<file path="config.mk">
export PLATFORM = sky130hd
export DESIGN_NAME = dtd_decode
export DESIGN_NICKNAME = d
export VERILOG_FILES = /design/src/dtd_pkg.sv /design/src/dtd_decode.sv
export VERILOG_INCLUDE_DIRS = /design/src
export SDC_FILE = /design/constraint.sdc
export NUM_CORES = 1
export LEC_CHECK = 0
export ABC_AREA = 1
export ABC_CLOCK_PERIOD_IN_PS = 1800
export BUFFER_PORTS_ARGS = -buffer_cell sky130_fd_sc_hd__buf_2
export CAP_MARGIN = 20
export CORE_MARGIN = 1.5
export CORE_UTILIZATION = 45
export DETAILED_ROUTE_END_ITERATION = 16
export PLACE_DENSITY = 0.77
export SETUP_SLACK_MARGIN = 0.05
export SLEW_MARGIN = 20
export SYNTH_ARGS = -nofsm -noshare
export SYNTH_HDL_FRONTEND = slang
export SYNTH_SLANG_ARGS = --single-unit
</file>
<file path="constraint.sdc">
create_clock -name mclk_i -period 1.8 [get_ports mclk_i]
set_input_delay 0.18 -clock mclk_i [delete_from_list [all_inputs] [get_ports mclk_i]]
set_output_delay 0.18 -clock mclk_i [all_outputs]
set_load 0.02 [all_outputs]
</file>
<file path="src/dtd_cfg.svh">
// Constants of the data-transfer decode and timing block
`ifndef DTD_CFG_SVH
`define DTD_CFG_SVH
`define DTD_CLK_RM_ST 5'h02
`define DTD_CLK_RM_LD_R 5'h02
`define DTD_CLK_RM_LD_M 5'h04
`define DTD_CLK_IMM 5'h02
`define DTD_CLK_ACC_LD 5'h04
`define DTD_CLK_ACC_ST 5'h02
`define DTD_CLK_SEG_LD_R 5'h02
`define DTD_CLK_SEG_LD_M 5'h05
`define DTD_CLK_SEG_LD_PR 5'h12
`define DTD_CLK_SEG_LD_PM 5'h13
`define DTD_CLK_SEG_ST 5'h02
`define DTD_CLK_EXT_R 5'h03
`define DTD_CLK_EXT_M 5'h06
`define DTD_CLK_PUSH_RM 5'h05
`define DTD_CLK_PUSH_SEG 5'h02
`define DTD_CLK_POP_RM 5'h05
`define DTD_CLK_POP_SEG_R 5'h07
`define DTD_CLK_POP_SEG_P 5'h15
`define DTD_CLK_EA2 5'h01
`define DTD_OFF_CTRL 8'h00
`define DTD_OFF_STAT 8'h04
`define DTD_OFF_NDONE 8'h08
`define DTD_CTRL_EN_BIT 0
`define DTD_CTRL_RST 1'h1
`define DTD_STAT_FORM_LSB 0
`define DTD_STAT_BUSY_BIT 4
`define DTD_STAT_FAULT_BIT 5
`define DTD_STAT_CLK_LSB 8
`endif

</file>
<file path="src/dtd_pkg.sv">
// Types of the data-transfer decode and timing block
package dtd_pkg;
  typedef enum logic [3:0] {
    F_NONE = 4'h0,
    F_RM_ST = 4'h1,
    F_RM_LD = 4'h2,
    F_IMM_R = 4'h3,
    F_ACC_LD = 4'h4,
    F_ACC_ST = 4'h5,
    F_SEG_LD = 4'h6,
    F_SEG_ST = 4'h7,
    F_SX = 4'h8,
    F_ZX = 4'h9,
    F_PUSH_RM = 4'ha,
    F_PUSH_S2 = 4'hb,
    F_PUSH_S3 = 4'hc,
    F_POP_RM = 4'hd,
    F_POP_S2 = 4'he
  } dtd_form_e;
  typedef enum logic [1:0] {
    ST_IDLE = 2'b01,
    ST_EXEC = 2'b10
  } dtd_state_e;
  typedef struct packed {
    logic [7:0] b0;
    logic [7:0] b1;
    logic [7:0] b2;
    logic [7:0] b3;
  } dtd_instr_s;
  typedef struct packed {
    logic [7:0] addr;
    logic [31:0] wdata;
    logic wr;
    logic rd;
  } dtd_bus_s;
endpackage

</file>
<file path="src/dtd_decode.sv">
// Decode and execution timing of the general data-transfer instructions
//
// Added by the designer: the strobed register port and the register offsets.
`timescale 1ns/1ps
`include "dtd_cfg.svh"
module dtd_decode (
  // Clock and reset
  input wire logic mclk_i,
  input wire logic nrst_i,
  // Instruction start
  input wire logic start_i,
  input wire dtd_pkg::dtd_instr_s instr_i,
  input wire logic pmode_i,
  // Execution stalls and abort
  input wire logic wait_i,
  input wire logic hold_i,
  input wire logic exc_i,
  // Register port
  input wire dtd_pkg::dtd_bus_s bus_i,
  output logic [31:0] rdata_o,
  // Execution status
  output logic busy_o,
  output logic done_o,
  output logic fault_o,
  output dtd_pkg::dtd_form_e form_o,
  output logic [4:0] clocks_o
);

  dtd_pkg::dtd_state_e state;
  dtd_pkg::dtd_form_e dec_form;
  logic [4:0] dec_clk;
  logic [4:0] cnt;
  logic en;
  logic [15:0] ndone;
  logic dec_mem;
  logic dec_ea2;
  logic accept;
  logic stall;
  logic finish;
  logic [7:0] modrm;
  logic [7:0] sib;

  // Two general registers in the address (32-bit form)
  function automatic logic ea_two(input logic [7:0] m, input logic [7:0] s);
    ea_two = (m[7:6] != 2'h3) && (m[2:0] == 3'h4) && (s[5:3] != 3'h4) &&
      !((m[7:6] == 2'h0) && (s[2:0] == 3'h5));
  endfunction

  // Form decode
  always_comb begin
    dec_form = dtd_pkg::F_NONE;
    modrm = instr_i.b1;
    sib = instr_i.b2;
    if (instr_i.b0[7:1] == 7'h44) begin
      dec_form = dtd_pkg::F_RM_ST;
    end else if (instr_i.b0[7:1] == 7'h45) begin
      dec_form = dtd_pkg::F_RM_LD;
    end else if (instr_i.b0[7:4] == 4'hb) begin
      dec_form = dtd_pkg::F_IMM_R;
    end else if (instr_i.b0[7:1] == 7'h50) begin
      dec_form = dtd_pkg::F_ACC_LD;
    end else if (instr_i.b0[7:1] == 7'h51) begin
      dec_form = dtd_pkg::F_ACC_ST;
    end else if (instr_i.b0 == 8'h8e) begin
      dec_form = dtd_pkg::F_SEG_LD;
    end else if (instr_i.b0 == 8'h8c) begin
      dec_form = dtd_pkg::F_SEG_ST;
    end else if (instr_i.b0 == 8'hff && instr_i.b1[5:3] == 3'h6) begin
      dec_form = dtd_pkg::F_PUSH_RM;
    end else if (instr_i.b0[7:5] == 3'h0 && instr_i.b0[2:0] == 3'h6) begin
      dec_form = dtd_pkg::F_PUSH_S2;
    end else if (instr_i.b0 == 8'h8f && instr_i.b1[5:3] == 3'h0) begin
      dec_form = dtd_pkg::F_POP_RM;
    end else if (instr_i.b0[7:5] == 3'h0 && instr_i.b0[2:0] == 3'h7 &&
                 instr_i.b0[4:3] != 2'h1) begin
      dec_form = dtd_pkg::F_POP_S2;
    end else if (instr_i.b0 == 8'h0f) begin
      modrm = instr_i.b2;
      sib = instr_i.b3;
      if (instr_i.b1[7:1] == 7'h5f) begin
        dec_form = dtd_pkg::F_SX;
      end else if (instr_i.b1[7:1] == 7'h5b) begin
        dec_form = dtd_pkg::F_ZX;
      end else if (instr_i.b1[7:6] == 2'h2 && instr_i.b1[2:0] == 3'h0 &&
                   instr_i.b1[5:4] == 2'h2) begin
        dec_form = dtd_pkg::F_PUSH_S3;
      end
    end
  end

  // Operand kind and address cost
  always_comb begin
    dec_mem = modrm[7:6] != 2'h3;
    dec_ea2 = 1'b0;
    case (dec_form)
      dtd_pkg::F_RM_ST, dtd_pkg::F_RM_LD, dtd_pkg::F_SEG_LD, dtd_pkg::F_SEG_ST,
      dtd_pkg::F_SX, dtd_pkg::F_ZX, dtd_pkg::F_PUSH_RM, dtd_pkg::F_POP_RM: begin
        dec_ea2 = ea_two(modrm, sib);
      end
      default: begin
        dec_ea2 = 1'b0;
      end
    endcase
  end

  // Base clock count by form, operand kind and mode
  always_comb begin
    case (dec_form)
      dtd_pkg::F_RM_ST: dec_clk = `DTD_CLK_RM_ST;
      dtd_pkg::F_RM_LD: dec_clk = dec_mem ? `DTD_CLK_RM_LD_M : `DTD_CLK_RM_LD_R;
      dtd_pkg::F_IMM_R: dec_clk = `DTD_CLK_IMM;
      dtd_pkg::F_ACC_LD: dec_clk = `DTD_CLK_ACC_LD;
      dtd_pkg::F_ACC_ST: dec_clk = `DTD_CLK_ACC_ST;
      dtd_pkg::F_SEG_LD: begin
        if (pmode_i) begin
          dec_clk = dec_mem ? `DTD_CLK_SEG_LD_PM : `DTD_CLK_SEG_LD_PR;
        end else begin
          dec_clk = dec_mem ? `DTD_CLK_SEG_LD_M : `DTD_CLK_SEG_LD_R;
        end
      end
      dtd_pkg::F_SEG_ST: dec_clk = `DTD_CLK_SEG_ST;
      dtd_pkg::F_SX, dtd_pkg::F_ZX: dec_clk = dec_mem ? `DTD_CLK_EXT_M : `DTD_CLK_EXT_R;
      dtd_pkg::F_PUSH_RM: dec_clk = `DTD_CLK_PUSH_RM;
      dtd_pkg::F_PUSH_S2, dtd_pkg::F_PUSH_S3: dec_clk = `DTD_CLK_PUSH_SEG;
      dtd_pkg::F_POP_RM: dec_clk = `DTD_CLK_POP_RM;
      dtd_pkg::F_POP_S2: dec_clk = pmode_i ? `DTD_CLK_POP_SEG_P : `DTD_CLK_POP_SEG_R;
      default: dec_clk = 5'h00;
    endcase
  end

  assign accept = (state == dtd_pkg::ST_IDLE) && start_i && en &&
    (dec_form != dtd_pkg::F_NONE);
  assign stall = wait_i || hold_i;
  assign finish = (state == dtd_pkg::ST_EXEC) && !stall && !exc_i && (cnt == 5'h00);

  // Sequencer
  always_ff @(posedge mclk_i or negedge nrst_i) begin
    if (!nrst_i) begin
      state <= dtd_pkg::ST_IDLE;
    end else begin
      case (state)
        dtd_pkg::ST_IDLE: begin
          if (accept) begin
            state <= dtd_pkg::ST_EXEC;
          end
        end
        dtd_pkg::ST_EXEC: begin
          if (finish || exc_i) begin
            state <= dtd_pkg::ST_IDLE;
          end
        end
        default: begin
          state <= dtd_pkg::ST_IDLE;
        end
      endcase
    end
  end

  // Clock counter, held by wait states and hold
  always_ff @(posedge mclk_i or negedge nrst_i) begin
    if (!nrst_i) begin
      cnt <= 5'h00;
    end else if (accept) begin
      cnt <= dec_clk + (dec_ea2 ? `DTD_CLK_EA2 : 5'h00) - 5'h01;
    end else if (state == dtd_pkg::ST_EXEC && !stall && cnt != 5'h00) begin
      cnt <= cnt - 5'h01;
    end
  end

  // Status outputs
  always_ff @(posedge mclk_i or negedge nrst_i) begin
    if (!nrst_i) begin
      busy_o <= 1'b0;
      done_o <= 1'b0;
      fault_o <= 1'b0;
      form_o <= dtd_pkg::F_NONE;
      clocks_o <= 5'h00;
    end else begin
      done_o <= finish;
      fault_o <= ((state == dtd_pkg::ST_EXEC) && exc_i) ||
        ((state == dtd_pkg::ST_IDLE) && start_i && en && (dec_form == dtd_pkg::F_NONE));
      if (accept) begin
        busy_o <= 1'b1;
        form_o <= dec_form;
        clocks_o <= dec_clk + (dec_ea2 ? `DTD_CLK_EA2 : 5'h00);
      end else if (finish || ((state == dtd_pkg::ST_EXEC) && exc_i)) begin
        busy_o <= 1'b0;
      end
    end
  end

  // Control register and completion count
  always_ff @(posedge mclk_i or negedge nrst_i) begin
    if (!nrst_i) begin
      en <= `DTD_CTRL_RST;
    end else if (bus_i.wr && bus_i.addr == `DTD_OFF_CTRL) begin
      en <= bus_i.wdata[`DTD_CTRL_EN_BIT];
    end
  end

  always_ff @(posedge mclk_i or negedge nrst_i) begin
    if (!nrst_i) begin
      ndone <= 16'h0000;
    end else if (finish) begin
      ndone <= ndone + 16'h0001;
    end else if (bus_i.wr && bus_i.addr == `DTD_OFF_NDONE) begin
      ndone <= 16'h0000;
    end
  end

  // Read data, one cycle after the strobe
  always_ff @(posedge mclk_i or negedge nrst_i) begin
    if (!nrst_i) begin
      rdata_o <= 32'h00000000;
    end else if (bus_i.rd) begin
      rdata_o <= 32'h00000000;
      case (bus_i.addr)
        `DTD_OFF_CTRL: rdata_o[`DTD_CTRL_EN_BIT] <= en;
        `DTD_OFF_STAT: begin
          rdata_o[`DTD_STAT_FORM_LSB +: 4] <= form_o;
          rdata_o[`DTD_STAT_BUSY_BIT] <= busy_o;
          rdata_o[`DTD_STAT_FAULT_BIT] <= fault_o;
          rdata_o[`DTD_STAT_CLK_LSB +: 5] <= clocks_o;
        end
        `DTD_OFF_NDONE: rdata_o[15:0] <= ndone;
        default: rdata_o <= 32'h00000000;
      endcase
    end else begin
      rdata_o <= 32'h00000000;
    end
  end

  // Checking helpers
  logic [4:0] run_cyc;
  always_ff @(posedge mclk_i or negedge nrst_i) begin
    if (!nrst_i) begin
      run_cyc <= 5'h00;
    end else if (accept) begin
      run_cyc <= 5'h00;
    end else if (state == dtd_pkg::ST_EXEC && !stall) begin
      run_cyc <= run_cyc + 5'h01;
    end
  end

  logic acc_reg;
  assign acc_reg = accept && !dec_mem && !dec_ea2;

  a_rm_store_cnt: assert property (@(posedge mclk_i) disable iff (!nrst_i)
    accept && instr_i.b0[7:1] == 7'h44 && !dec_ea2 |=> clocks_o == 5'h02)
    else $error("register store count wrong");
  a_rm_load_cnt: assert property (@(posedge mclk_i) disable iff (!nrst_i)
    accept && instr_i.b0[7:1] == 7'h45 && !dec_ea2 |=>
    clocks_o == ($past(dec_mem) ? 5'h04 : 5'h02))
    else $error("register load count wrong");
  a_imm_load_cnt: assert property (@(posedge mclk_i) disable iff (!nrst_i)
    accept && instr_i.b0[7:4] == 4'hb |=> clocks_o == 5'h02 && form_o == dtd_pkg::F_IMM_R)
    else $error("immediate load count wrong");
  a_acc_moves: assert property (@(posedge mclk_i) disable iff (!nrst_i)
    accept && instr_i.b0[7:2] == 6'h28 |=> clocks_o == (form_o == dtd_pkg::F_ACC_LD ?
    5'h04 : 5'h02))
    else $error("accumulator move count wrong");
  a_seg_load_prot: assert property (@(posedge mclk_i) disable iff (!nrst_i)
    acc_reg && instr_i.b0 == 8'h8e && pmode_i |=> clocks_o == 5'h12)
    else $error("protected segment load count wrong");
  a_widen_mem: assert property (@(posedge mclk_i) disable iff (!nrst_i)
    accept && instr_i.b0 == 8'h0f && dec_mem && !dec_ea2 &&
    (dec_form == dtd_pkg::F_SX || dec_form == dtd_pkg::F_ZX) |=> clocks_o == 5'h06)
    else $error("widening load count wrong");
  a_pop_seg_mode: assert property (@(posedge mclk_i) disable iff (!nrst_i)
    accept && dec_form == dtd_pkg::F_POP_S2 |=>
    clocks_o == ($past(pmode_i) ? 5'h15 : 5'h07))
    else $error("segment pop count wrong");
  a_ea_two_regs: assert property (@(posedge mclk_i) disable iff (!nrst_i)
    accept && dec_ea2 |=> clocks_o == $past(dec_clk) + 5'h01)
    else $error("address penalty missing");
  a_wait_extends: assert property (@(posedge mclk_i) disable iff (!nrst_i)
    busy_o && !done_o && stall && !exc_i |=> !done_o && $stable(cnt))
    else $error("wait state not counted");
  a_done_timing: assert property (@(posedge mclk_i) disable iff (!nrst_i)
    done_o |-> run_cyc == clocks_o)
    else $error("run length differs from count");
  a_short_push: assert property (@(posedge mclk_i) disable iff (!nrst_i)
    accept && !stall && !exc_i && dec_form == dtd_pkg::F_PUSH_S2 ##1 (!stall && !exc_i)
    ##1 (!stall && !exc_i) |=> done_o)
    else $error("segment push not done in two clocks");
  a_rm_store_ea2: assert property (@(posedge mclk_i) disable iff (!nrst_i)
    accept && instr_i.b0[7:1] == 7'h44 && dec_ea2 |=> clocks_o == 5'h03)
    else $error("register store address penalty wrong");
  a_acc_store: assert property (@(posedge mclk_i) disable iff (!nrst_i)
    accept && instr_i.b0[7:1] == 7'h51 |=>
    clocks_o == 5'h02 && form_o == dtd_pkg::F_ACC_ST)
    else $error("accumulator store count wrong");
  a_seg_load_real: assert property (@(posedge mclk_i) disable iff (!nrst_i)
    accept && dec_form == dtd_pkg::F_SEG_LD && !pmode_i && !dec_ea2 |=>
    clocks_o == ($past(dec_mem) ? 5'h05 : 5'h02))
    else $error("real mode segment load count wrong");
  a_seg_load_pmem: assert property (@(posedge mclk_i) disable iff (!nrst_i)
    accept && dec_form == dtd_pkg::F_SEG_LD && pmode_i && dec_mem && !dec_ea2 |=>
    clocks_o == 5'h13)
    else $error("protected memory segment load count wrong");
  a_seg_store_cnt: assert property (@(posedge mclk_i) disable iff (!nrst_i)
    accept && instr_i.b0 == 8'h8c && !dec_ea2 |=>
    clocks_o == 5'h02 && form_o == dtd_pkg::F_SEG_ST)
    else $error("segment store count wrong");
  a_widen_reg: assert property (@(posedge mclk_i) disable iff (!nrst_i)
    accept && instr_i.b0 == 8'h0f && !dec_mem &&
    (dec_form == dtd_pkg::F_SX || dec_form == dtd_pkg::F_ZX) |=> clocks_o == 5'h03)
    else $error("widening register count wrong");
  a_push_rm_cnt: assert property (@(posedge mclk_i) disable iff (!nrst_i)
    accept && instr_i.b0 == 8'hff && instr_i.b1[5:3] == 3'h6 && !dec_ea2 |=>
    clocks_o == 5'h05 && form_o == dtd_pkg::F_PUSH_RM)
    else $error("operand push count wrong");
  a_push_seg2_cnt: assert property (@(posedge mclk_i) disable iff (!nrst_i)
    accept && dec_form == dtd_pkg::F_PUSH_S2 |=> clocks_o == 5'h02)
    else $error("original segment push count wrong");
  a_push_seg3_cnt: assert property (@(posedge mclk_i) disable iff (!nrst_i)
    accept && instr_i.b0 == 8'h0f && (instr_i.b1 == 8'ha0 || instr_i.b1 == 8'ha8) |=>
    clocks_o == 5'h02 && form_o == dtd_pkg::F_PUSH_S3)
    else $error("added segment push count wrong");
  a_pop_rm_cnt: assert property (@(posedge mclk_i) disable iff (!nrst_i)
    accept && instr_i.b0 == 8'h8f && instr_i.b1[5:3] == 3'h0 && !dec_ea2 |=>
    clocks_o == 5'h05 && form_o == dtd_pkg::F_POP_RM)
    else $error("operand pop count wrong");
  a_pop_seg_form: assert property (@(posedge mclk_i) disable iff (!nrst_i)
    accept && (instr_i.b0 == 8'h07 || instr_i.b0 == 8'h17 || instr_i.b0 == 8'h1f) |=>
    form_o == dtd_pkg::F_POP_S2)
    else $error("segment pop not decoded");
  a_ea_one_reg: assert property (@(posedge mclk_i) disable iff (!nrst_i)
    accept && !dec_ea2 |=> clocks_o == $past(dec_clk))
    else $error("address penalty added wrongly");
  a_cnt_step: assert property (@(posedge mclk_i) disable iff (!nrst_i)
    busy_o && !stall && cnt != 5'h00 |=>
    cnt == $past(cnt) - 5'h01)
    else $error("clock counter did not advance");
  a_hold_extends: assert property (@(posedge mclk_i) disable iff (!nrst_i)
    busy_o && hold_i && !exc_i |=> !done_o && $stable(cnt))
    else $error("bus hold not counted");
  a_form_held: assert property (@(posedge mclk_i) disable iff (!nrst_i)
    busy_o |=> $stable(form_o) && $stable(clocks_o))
    else $error("form or count changed while busy");
  a_done_pulse: assert property (@(posedge mclk_i) disable iff (!nrst_i)
    done_o |->
    !busy_o ##1 !done_o)
    else $error("completion pulse malformed");
  a_abort_fault: assert property (@(posedge mclk_i) disable iff (!nrst_i)
    busy_o && exc_i |=> fault_o && !busy_o && !done_o)
    else $error("exception did not abort");

  c_seg_load: cover property (@(posedge mclk_i) disable iff (!nrst_i)
    accept && dec_form == dtd_pkg::F_SEG_LD && pmode_i ##[1:40] done_o);
  c_wait_run: cover property (@(posedge mclk_i) disable iff (!nrst_i)
    busy_o && wait_i ##[1:20] done_o);
  c_abort: cover property (@(posedge mclk_i) disable iff (!nrst_i) busy_o && exc_i);
  c_ea2: cover property (@(posedge mclk_i) disable iff (!nrst_i) accept && dec_ea2);
  c_push_seg3: cover property (@(posedge mclk_i) disable iff (!nrst_i)
    accept && dec_form == dtd_pkg::F_PUSH_S3 ##3 done_o);

endmodule

</file>
==> impl_metrics.py, run 1 <==
metrics = {
    "synthesis": {
        "synth-simple-area-share_pct": 33.6,
        "ys_warn_count": 0,
        "async_flop_share_pct": 100,
        "synth_top_family_by_area": "simple AND/OR/NAND/NOR gates",
        "yosysSeqAreaShare_pct": 40.3,
        "synth_top_area_share_pct": 38.7,
        "synth-xor-area-share_pct": 0,
        "netlist-cell-type-count": 37,
        "synth_edf_count": 0,
        "ys.flop_type": "dfrtp_1",
        "synth_compound_area_share_pct": 11.7,
        "synth_seq_cells": 52,
        "synthTopCellsByArea": "dfrtp_1 39%, nand2_1 10%, inv_1 8.0%",
        "yosys.area.top_type": "dfrtp_1",
        "synth_fa_ha_area_share_pct": 1.55,
        "synth.area.mux_share_pct": 0,
        "synthCells": 440,
        "avgSynthCellArea_um2": 7.35,
        "synth_area_um2": 3230,
    },
    "cells_and_area": {
        "syn_to_final_growth_pct": 60.3,
        "seq_area_um2": 1300,
        "final_core_util_pct": 75.5,
        "fin_area_um2": 5180,
        "multi_input_area_um2": 2120,
        "drive_gt1_share_pct": 50.7,
        "final_cells": 711,
        "n_fill_cell": 458,
        "antenna_cells": 0,
        "final_nets": 699,
    },
    "critical_path": {
        "cp-end-kind": "flop",
        "cp.required_ns": 2.03,
        "critPathKind": "in -> reg",
        "r2r-start": "ndone[1]",
        "r2r_slack_ns": -0.34,
        "path_max_fanout": 4,
        "r2r_end": "ndone[15]",
        "critPathArrivalTime_ns": 2.41,
        "worst-r2r-cell-count": 13,
        "start_kind": "primary input",
    },
    "clock_network": {
        "cts_root_buf": "clkbuf_8",
        "numCtsBuffers": 5,
        "cts_tree": "yes",
        "clk_pin_slew_ns": 0.11,
        "insertion_delay_ns": 0.33,
        "cts.htree.levels": 2,
        "cts_max_path_buffers": 2,
        "cts_sinks": 52,
    },
    "timing": {
        "finalCritPeriodShare_pct": 121,
        "fin_ws_ns": -0.375,
        "drv_slew": 0,
        "setup_viol": 21,
        "maxSlewHeadroom_pct": 56.9,
        "worst_pin_slew_ns": 0.647,
        "finalHoldViolCount": 0,
        "max_freq_ghz": 0.460,
        "finalClockSkew_ns": 0.0133,
        "rsz0062_at_grt": "true",
        "post-route-min-period_ns": 2.18,
    },
    "route": {
        "wl_per_cell_um": 16.1,
        "drtPass1Iterations": 5,
        "ant_nets": 0,
        "drt_iter0_markers": 180,
        "num_vias": 3827,
        "routed_wl_um": 11400,
        "vias_per_cell": 5.38,
        "drc": 0,
    },
    "worst_hold_path": {
        "hold_start": "bus_i[2]",
        "hold_path_class": "in -> reg",
        "holdPathStages": 3,
        "holdPathEnd": "en",
    },
    "place": {
        "place_area_um2": 4280,
        "io_buffers": 75,
        "hpwl_um": 6720,
        "dpl.cell_count": 673,
        "gp_congestion": 0.837,
    },
    "grt": {
        "gr-total-overflow": 0,
        "grtUsageTotal_pct": 26.8,
        "grt_pass1_wl_um": 16100,
        "antenna_found_initial": 0,
        "grt_pass1_vias": 3644,
        "grt_max_degree": 53,
    },
    "floorplanning": {
        "placementRows": 30,
        "design.die.area_um2": 7700,
        "chipHeight_um": 87.8,
        "start_util_pct": 47.1,
        "die_w_um": 87.8,
        "io_pins": 125,
        "core_area_um2": 6870,
    },
    "power": {
        "power_mw": 3.25,
        "p_per_area_nw_per_um2": 626,
        "p_leak_nw": 2.69,
        "ir_drop_mv": 0.463,
    },
    "status": {
        "failed_checks": "setup timing",
        "status": "finished with violations",
    },
    "job": {
        "maxCapViolCount": 0,
    },
}
placed cells by master (no fill, tap or decap), drive strengths merged, types with 2 or more instances in the layout:
master,count
a31oi,3
clkbuf,5
o32ai,5
nand3,32
buf,171
conb,16
nor4,6
inv,73
o22ai,8
clkinv,2
ha,4
nand4,12
o211ai,2
dfrtp,50
nand3b,2
nor2,61
nor3,9
nand2,103
o21ai,25
dfstp,2
a21oi,16
synth_stat cells (2+ instances only):
cell      count
nor2_2       10
nor2_1       48
inv_1        69
nor4_1        6
nand2_1      86
clkbuf_1      3
a31oi_1       3
dfstp_2       2
nand3_2       5
a21oi_1      16
nand2_2      16
o32ai_1       5
ha_1          4
buf_4        16
nor2_4        3
o21ai_0      24
o22ai_1       8
nor3_1        8
dfrtp_1      50
nand4_1      12
inv_2         3
nand3_1      27
nand3b_1      2
routing by layer:
metal | vias to the layer above | GRT usage [%] | wire [µm]
met1 | 1834 | 29.1 | 3980
met5 | - | 0 | 0
met2 | 180 | 51.4 | 6250
met3 | 52 | 4.43 | 665
met4 | 0 | 10.5 | 543
li1 | 1761 | - | -
final cells by class:
class / count / share of cell area (%)
sequential: 52 / 25.2
multi-input combinational: 310 / 40.9
tap: 96 / 2.32
clock inverter: 3 / 0.483
clock buffer: 5 / 1.33
timing repair buffer: 172 / 24.0
inverter: 73 / 5.82
power by group:
part	switching [mW]	leakage (nW)	internal (mW)
Sequential	0.0817	0.665	1.27
Combinational	0.671	1.98	0.501
Clock	0.434	0.0452	0.284
Total	1.19	2.69	2.06
worst max path at each step:
stage / startpoint / endpoint
6_report: instr_i[29] / cnt[4]
3_5_place_dp: instr_i[27] / cnt[4]
3_3_place_gp: instr_i[27] / cnt[4]
5_1_grt: instr_i[28] / cnt[3]
2_1_floorplan: instr_i[29] / cnt[4]
4_1_cts: instr_i[30] / cnt[4]
stage by stage:
stage	TNS, ns	setup WS, ns	hold WS, ns
3_3_place_gp	-3.72	-0.634	0.320
3_5_place_dp	-5.86	-0.764	0.327
6_report	-3.17	-0.375	0.105
4_1_cts	-0.834	-0.294	0.103
2_1_floorplan	-1.21	-0.423	-0.116
5_1_grt	-6.16	-0.527	0.0977
sequential cells by signal, indices dropped and copies added, names as in the netlist:
| signal | count |
|---|---|
| busy_o | 1 |
| clocks_o | 5 |
| cnt | 5 |
| done_o | 1 |
| en | 1 |
| fault_o | 1 |
| form_o | 4 |
| ndone | 16 |
| rdata_o | 16 |
| state | 2 |
what timing repair did:
item | in CTS | in global routing
hold endpoints to repair | 50 | 0
pin swaps | 30 | 45
hold buffers | 1 | 0
resized for setup | 77 | 84
setup buffers | 14 | 18
setup endpoints to repair | 22 | 27
worst max-delay path, stage by stage:
cell,delay (ns)
buf_8,0.11
inv_2,0.06
nand2_2,0.08
nor2_4,0.19
nand3_4,0.13
nand2_2,0.10
nor2_2,0.04
nand2_2,0.06
nand3_2,0.09
nand3_2,0.10
o2111ai_2,0.09
inv_1,0.09
ha_2,0.20
ha_4,0.21
nand2_4,0.07
nand2_4,0.05
inv_2,0.06
ha_4,0.15
nand3_4,0.08
o21ai_2,0.12
nand2_1,0.06
nand2_1,0.06
nand2_1,0.04
cells by family (layout without fill, tap and decap cells):
| kind of cell | Yosys count | count (layout) |
|---|---|---|
| fa+ha+maj | 4 | 4 |
| compound gates | 64 | 64 |
| other cells | 1 | 16 |
| simple gates | 226 | 226 |
| buf+inv | 93 | 253 |
| flops | 52 | 52 |
No activity file was read; power rests on OpenSTA's default activity.
==> inputs of run 2 (changes only) <==
BUFFER_PORTS_ARGS = -buffer_cell sky130_fd_sc_hd__buf_4   (was -buffer_cell sky130_fd_sc_hd__buf_2)
GPL_TIMING_DRIVEN = 0   (was default)
==> impl_metrics.py, run 2 (synthesis results as in run 1) <==
metrics = {
    "critical_path": {
        "path_max_fanout": 5,
        "max_stage_delay_ns": 0.21,
        "cp-end-kind": "flop",
        "worstPathCellList": "buf_8 > inv_2 > nand2_4 > nor2_4 > nand3_4 > nand2_2 > nor2_2 > nand2_2 > nand3_2 > nand3_2 > o2111ai_2 > inv_1 > ha_2 > ha_4 > nand2_4 > nand2_4 > inv_2 > ha_4 > nand3_4 > o21ai_2 > nand2_1 > nand2_1 > nand2_1",
        "worst_path_max_delay_cell": "ha_4",
        "r2r_end": "ndone[15]",
        "r2r_slack_ns": -0.19,
        "start_kind": "primary input",
        "critPathKind": "in -> reg",
        "r2r-start": "ndone[1]",
        "path_delay_family": "simple AND/OR/NAND/NOR gates",
        "worst-r2r-cell-count": 14,
        "critPathArrivalTime_ns": 2.38,
        "crit_buf_inv": 4,
        "cp.required_ns": 2.01,
    },
    "cells_and_area": {
        "final_cell_mix": "112 x buf_4, 69 x nand2_1, 54 x inv_1",
        "fin_area_um2": 4940,
        "final_common_cell": "buf_4",
        "final_cells": 674,
        "syn_to_final_growth_pct": 52.9,
        "drive_gt1_share_pct": 42.7,
        "antenna_cells": 0,
        "top_regs": "ndone x16, rdata_o x16",
        "final_nets": 662,
        "final_core_util_pct": 72.0,
    },
    "timing": {
        "setup_viol": 9,
        "finalHoldViolCount": 0,
        "drv_slew": 0,
        "rsz0062_at_grt": "true",
        "finalClockSkew_ns": 0.0106,
        "finalCritPeriodShare_pct": 121,
        "fin_ws_ns": -0.372,
        "max_freq_ghz": 0.461,
        "worst_pin_slew_ns": 0.631,
        "post-route-min-period_ns": 2.17,
        "maxSlewHeadroom_pct": 57.9,
        "whs_ns": 0.0990,
    },
    "floorplanning": {
        "io_pins": 125,
        "chipHeight_um": 87.8,
        "start_util_pct": 47.1,
        "placementRows": 30,
        "core_area_um2": 6870,
        "die_w_um": 87.8,
        "design.die.area_um2": 7700,
    },
    "power": {
        "ir_drop_mv": 0.415,
        "p_per_area_nw_per_um2": 665,
        "p_leak_nw": 2.56,
    },
    "grt": {
        "grt_pass1_vias": 3392,
        "gr-total-overflow": 0,
        "antenna_found_initial": 0,
        "grtUsageTotal_pct": 23.6,
        "grt_pass1_wl_um": 14500,
        "grt_max_degree": 53,
    },
    "job": {
        "maxCapViolCount": 0,
    },
    "clock_network": {
        "cts_root_buf": "clkbuf_8",
        "cts_max_path_buffers": 2,
        "numCtsBuffers": 5,
        "clk_pin_slew_ns": 0.09,
        "cts.htree.levels": 2,
        "cts_tree": "yes",
        "cts_sinks": 52,
        "insertion_delay_ns": 0.31,
    },
    "place": {
        "io_buffers": 75,
        "place_area_um2": 4090,
        "hpwl_um": 6040,
        "gp_congestion": 0.830,
        "dpl.cell_count": 626,
    },
    "route": {
        "drc": 0,
        "ant_nets": 0,
        "vias_per_cell": 5.10,
        "num_vias": 3440,
        "routed_wl_um": 9010,
        "dr.max_layer_used": "met4",
        "routed-wl-met2_um": 4760,
        "wl_met1_um": 3340,
        "drtPass1Iterations": 4,
        "dr_wl_met3_um": 619,
        "drt_iter0_markers": 162,
        "wl_per_cell_um": 13.4,
    },
    "worst_hold_path": {
        "hold_path_class": "in -> reg",
        "hold_start": "bus_i[1]",
        "holdPathStages": 2,
        "holdPathEnd": "en",
    },
    "status": {
        "failed_checks": "setup timing",
        "status": "finished with violations",
    },
}
[run 2: cell type report]
cell class / instances / area [µm²]
Fill cell: 508 / 1920
Buffer: 20 / 136
Timing Repair Buffer: 115 / 997
Clock buffer: 7 / 76.3
Inverter: 73 / 299
Clock inverter: 1 / 30.0
Tap cell: 96 / 120
Sequential cell: 52 / 1300
Multi-Input combinational cell: 310 / 1980
[run 2: layer usage]
layer	track usage, %	up-vias
met5	0	-
met4	8.37	0
met3	4.62	31
met2	44.1	143
met1	26.5	1587
li1	-	1679
[run 2: stage by stage]
step / setup TNS, ns / setup WS, ns / power [mW]
floorplan: -1.21 / -0.423 / 1.89
global placement: -6.69 / -0.859 / 2.16
detailed placement: -7.38 / -0.868 / 2.19
CTS: -2.00 / -0.308 / 3.14
global route: -4.53 / -0.536 / 3.47
finish: -1.70 / -0.372 / 3.29
[run 2: worst max path at each step]
stage	depth (start not counted)	slack (ns)	start	to
after floorplan	22	-0.42	instr_i[29]	cnt[4]
after global placement	22	-0.86	instr_i[27]	cnt[4]
after detailed placement	22	-0.87	instr_i[27]	cnt[4]
after CTS	22	-0.31	instr_i[27]	cnt[4]
after global routing	23	-0.54	instr_i[30]	cnt[4]
final	23	-0.37	instr_i[30]	cnt[4]
[run 2: report_power, final]
part,total (mW),internal (mW),leakage (nW),switching (mW)
registers,1.35,1.27,0.665,0.0773
clock network,0.801,0.417,0.0524,0.384
logic,1.14,0.505,1.84,0.630
total,3.29,2.20,2.56,1.09
[run 2: repair_timing]
action | in CTS | in global routing
setup buffers | 25 | 14
setup endpoints to repair | 23 | 31
pin swaps | 32 | 29
resized for setup | 88 | 34
hold buffers | 1 | 0
endpoints found under the hold margin | 50 | 0
==> inputs of run 3 (changes only) <==
SKIP_LAST_GASP = 1   (was default)
==> impl_metrics.py, run 3 (synthesis results as in run 1) <==
metrics = {
    "status": {
        "status": "finished with violations",
        "failed_checks": "setup timing",
    },
    "route": {
        "drt_iter0_markers": 196,
        "drc": 0,
        "ant_nets": 0,
        "drtPass1Iterations": 4,
        "vias_per_cell": 5.17,
        "wl_per_cell_um": 13.7,
        "routed_wl_um": 9230,
        "num_vias": 3493,
    },
    "place": {
        "gp_congestion": 0.830,
        "dpl.cell_count": 626,
        "hpwl_um": 6040,
        "io_buffers": 75,
    },
    "timing": {
        "whs_ns": 0.0895,
        "finalCritPeriodShare_pct": 123,
        "worst_pin_slew_ns": 0.642,
        "max_freq_ghz": 0.452,
        "fin_ws_ns": -0.410,
        "finalClockSkew_ns": 0.00647,
        "drv_slew": 0,
        "post-route-min-period_ns": 2.21,
        "setup_viol": 14,
        "finalSetupTns_ns": -1.98,
        "maxSlewHeadroom_pct": 57.2,
        "finalHoldViolCount": 0,
        "rsz0062_at_grt": "true",
    },
    "clock_network": {
        "insertion_delay_ns": 0.31,
        "cts_tree": "yes",
        "clk_pin_slew_ns": 0.09,
        "cts_sinks": 52,
        "numCtsBuffers": 5,
        "cts.htree.levels": 2,
        "cts_max_path_buffers": 2,
        "cts_root_buf": "clkbuf_8",
    },
    "cells_and_area": {
        "syn_to_final_growth_pct": 53.6,
        "final_cell_mix": "114 x buf_4, 72 x nand2_1, 56 x inv_1",
        "n_fill_cell": 501,
        "top_regs": "ndone x16, rdata_o x16",
        "drive_gt1_share_pct": 42.6,
        "final_cells": 676,
        "final_nets": 664,
        "final_common_cell": "buf_4",
        "antenna_cells": 0,
    },
    "grt": {
        "grt_pass1_wl_um": 14500,
        "grtUsageTotal_pct": 23.6,
        "grt_pass1_vias": 3411,
        "gr-total-overflow": 0,
        "antenna_found_initial": 0,
        "grt_max_degree": 53,
    },
    "critical_path": {
        "cp-end-kind": "flop",
        "cp.required_ns": 2.01,
        "max_stage_delay_ns": 0.21,
        "path_max_fanout": 3,
        "worstPathCellList": "buf_8 > nand2_8 > nor2_4 > nand3b_1 > nand2_4 > nor2_4 > nand2_2 > nand3_2 > nand3_2 > o2111ai_2 > inv_1 > ha_2 > ha_4 > nand2_4 > nand2_4 > inv_2 > ha_4 > nand3_4 > o21ai_2 > nand2_1 > nand2_1 > nand2_1",
        "path_delay_family": "simple AND/OR/NAND/NOR gates",
        "critPathKind": "in -> reg",
        "start_kind": "primary input",
        "critPathArrivalTime_ns": 2.42,
        "crit_buf_inv": 3,
        "worst_path_max_delay_cell": "nand3b_1",
    },
    "power": {
        "p_per_area_nw_per_um2": 664,
        "ir_drop_mv": 0.425,
        "p_leak_nw": 2.56,
    },
    "worst_hold_path": {
        "hold_path_class": "in -> reg",
    },
    "floorplanning": {
        "die_w_um": 87.8,
        "placementRows": 30,
        "core_area_um2": 6870,
        "design.die.area_um2": 7700,
        "io_pins": 125,
        "start_util_pct": 47.1,
        "chipHeight_um": 87.8,
    },
    "job": {
        "maxCapViolCount": 0,
    },
}
-- run 3: changes by cell type in the layout (fill, tap and decap cells not counted), sizes merged --
cell / change
buf: +2
-- run 3: timing repair --
item	4_1_cts	5_1_grt
buffers inserted	25	16
hold endpoints to repair	50	0
resized for setup	76	42
hold buffers	1	0
pin swaps	32	33
setup endpoints to repair	23	31
-- run 3: per-layer routing --
layer	up-vias	wire length (µm)	track usage, %
met4	0	240	7.94
met1	1605	3410	26.1
met2	162	4950	44.7
li1	1698	-	-
met5	-	0	0
met3	28	633	4.52
-- run 3: worst paths after layout --
check	startpoint	end	slack, ns	depth (start not counted)
min in group asynchronous	nrst_i	ndone[2]	0.44	2
max in group asynchronous	nrst_i	cnt[0]	0.93	2
max	instr_i[24]	cnt[4]	-0.41	22
min	bus_i[1]	en	0.09	2
max reg2reg	ndone[2]	ndone[15]	-0.21	13
min reg2reg	cnt[4]	cnt[4]	0.49	2
-- run 3: report_power, final --
group	internal [mW]	switching, mW
combinational	0.510	0.634
sequential	1.27	0.0760
clock	0.417	0.389
total	2.20	1.10
-- run 3: metrics by stage --
step / instance area [µm²] / worst slack, ns / total power [mW] / util, %
after floorplan: 3400 / -0.423 / 1.89 / -
after global placement: 4090 / -0.859 / 2.16 / 59.5
after detailed placement: 4090 / -0.868 / 2.19 / 59.5
after CTS: 4700 / -0.308 / 3.12 / 68.5
after global routing: 4970 / -0.550 / 3.48 / 72.3
final: 4970 / -0.410 / 3.30 / 72.3
-- run 3: worst register-to-register path, cell delays in order, from the launching register on --
cell     delay (ns)
dfrtp_1        0.38
inv_2          0.05
nor3_2         0.17
inv_1          0.07
nor2_1         0.09
inv_1          0.07
nor2_2         0.09
inv_2          0.06
nor4_4         0.36
nand2_1        0.15
nor2_2         0.16
nand3_2        0.09
nor2_1         0.12
a21oi_1        0.05
-- run 3: final cells by class --
cell class	instances	area, µm²	area share, %
Clock buffer	7	76.3	1.54
Multi-Input combinational cell	310	2000	40.2
Tap cell	96	120	2.42
Buffer	20	136	2.75
Sequential cell	52	1300	26.2
Timing Repair Buffer	117	1000	20.2
Clock inverter	1	30.0	0.605
Inverter	73	302	6.07
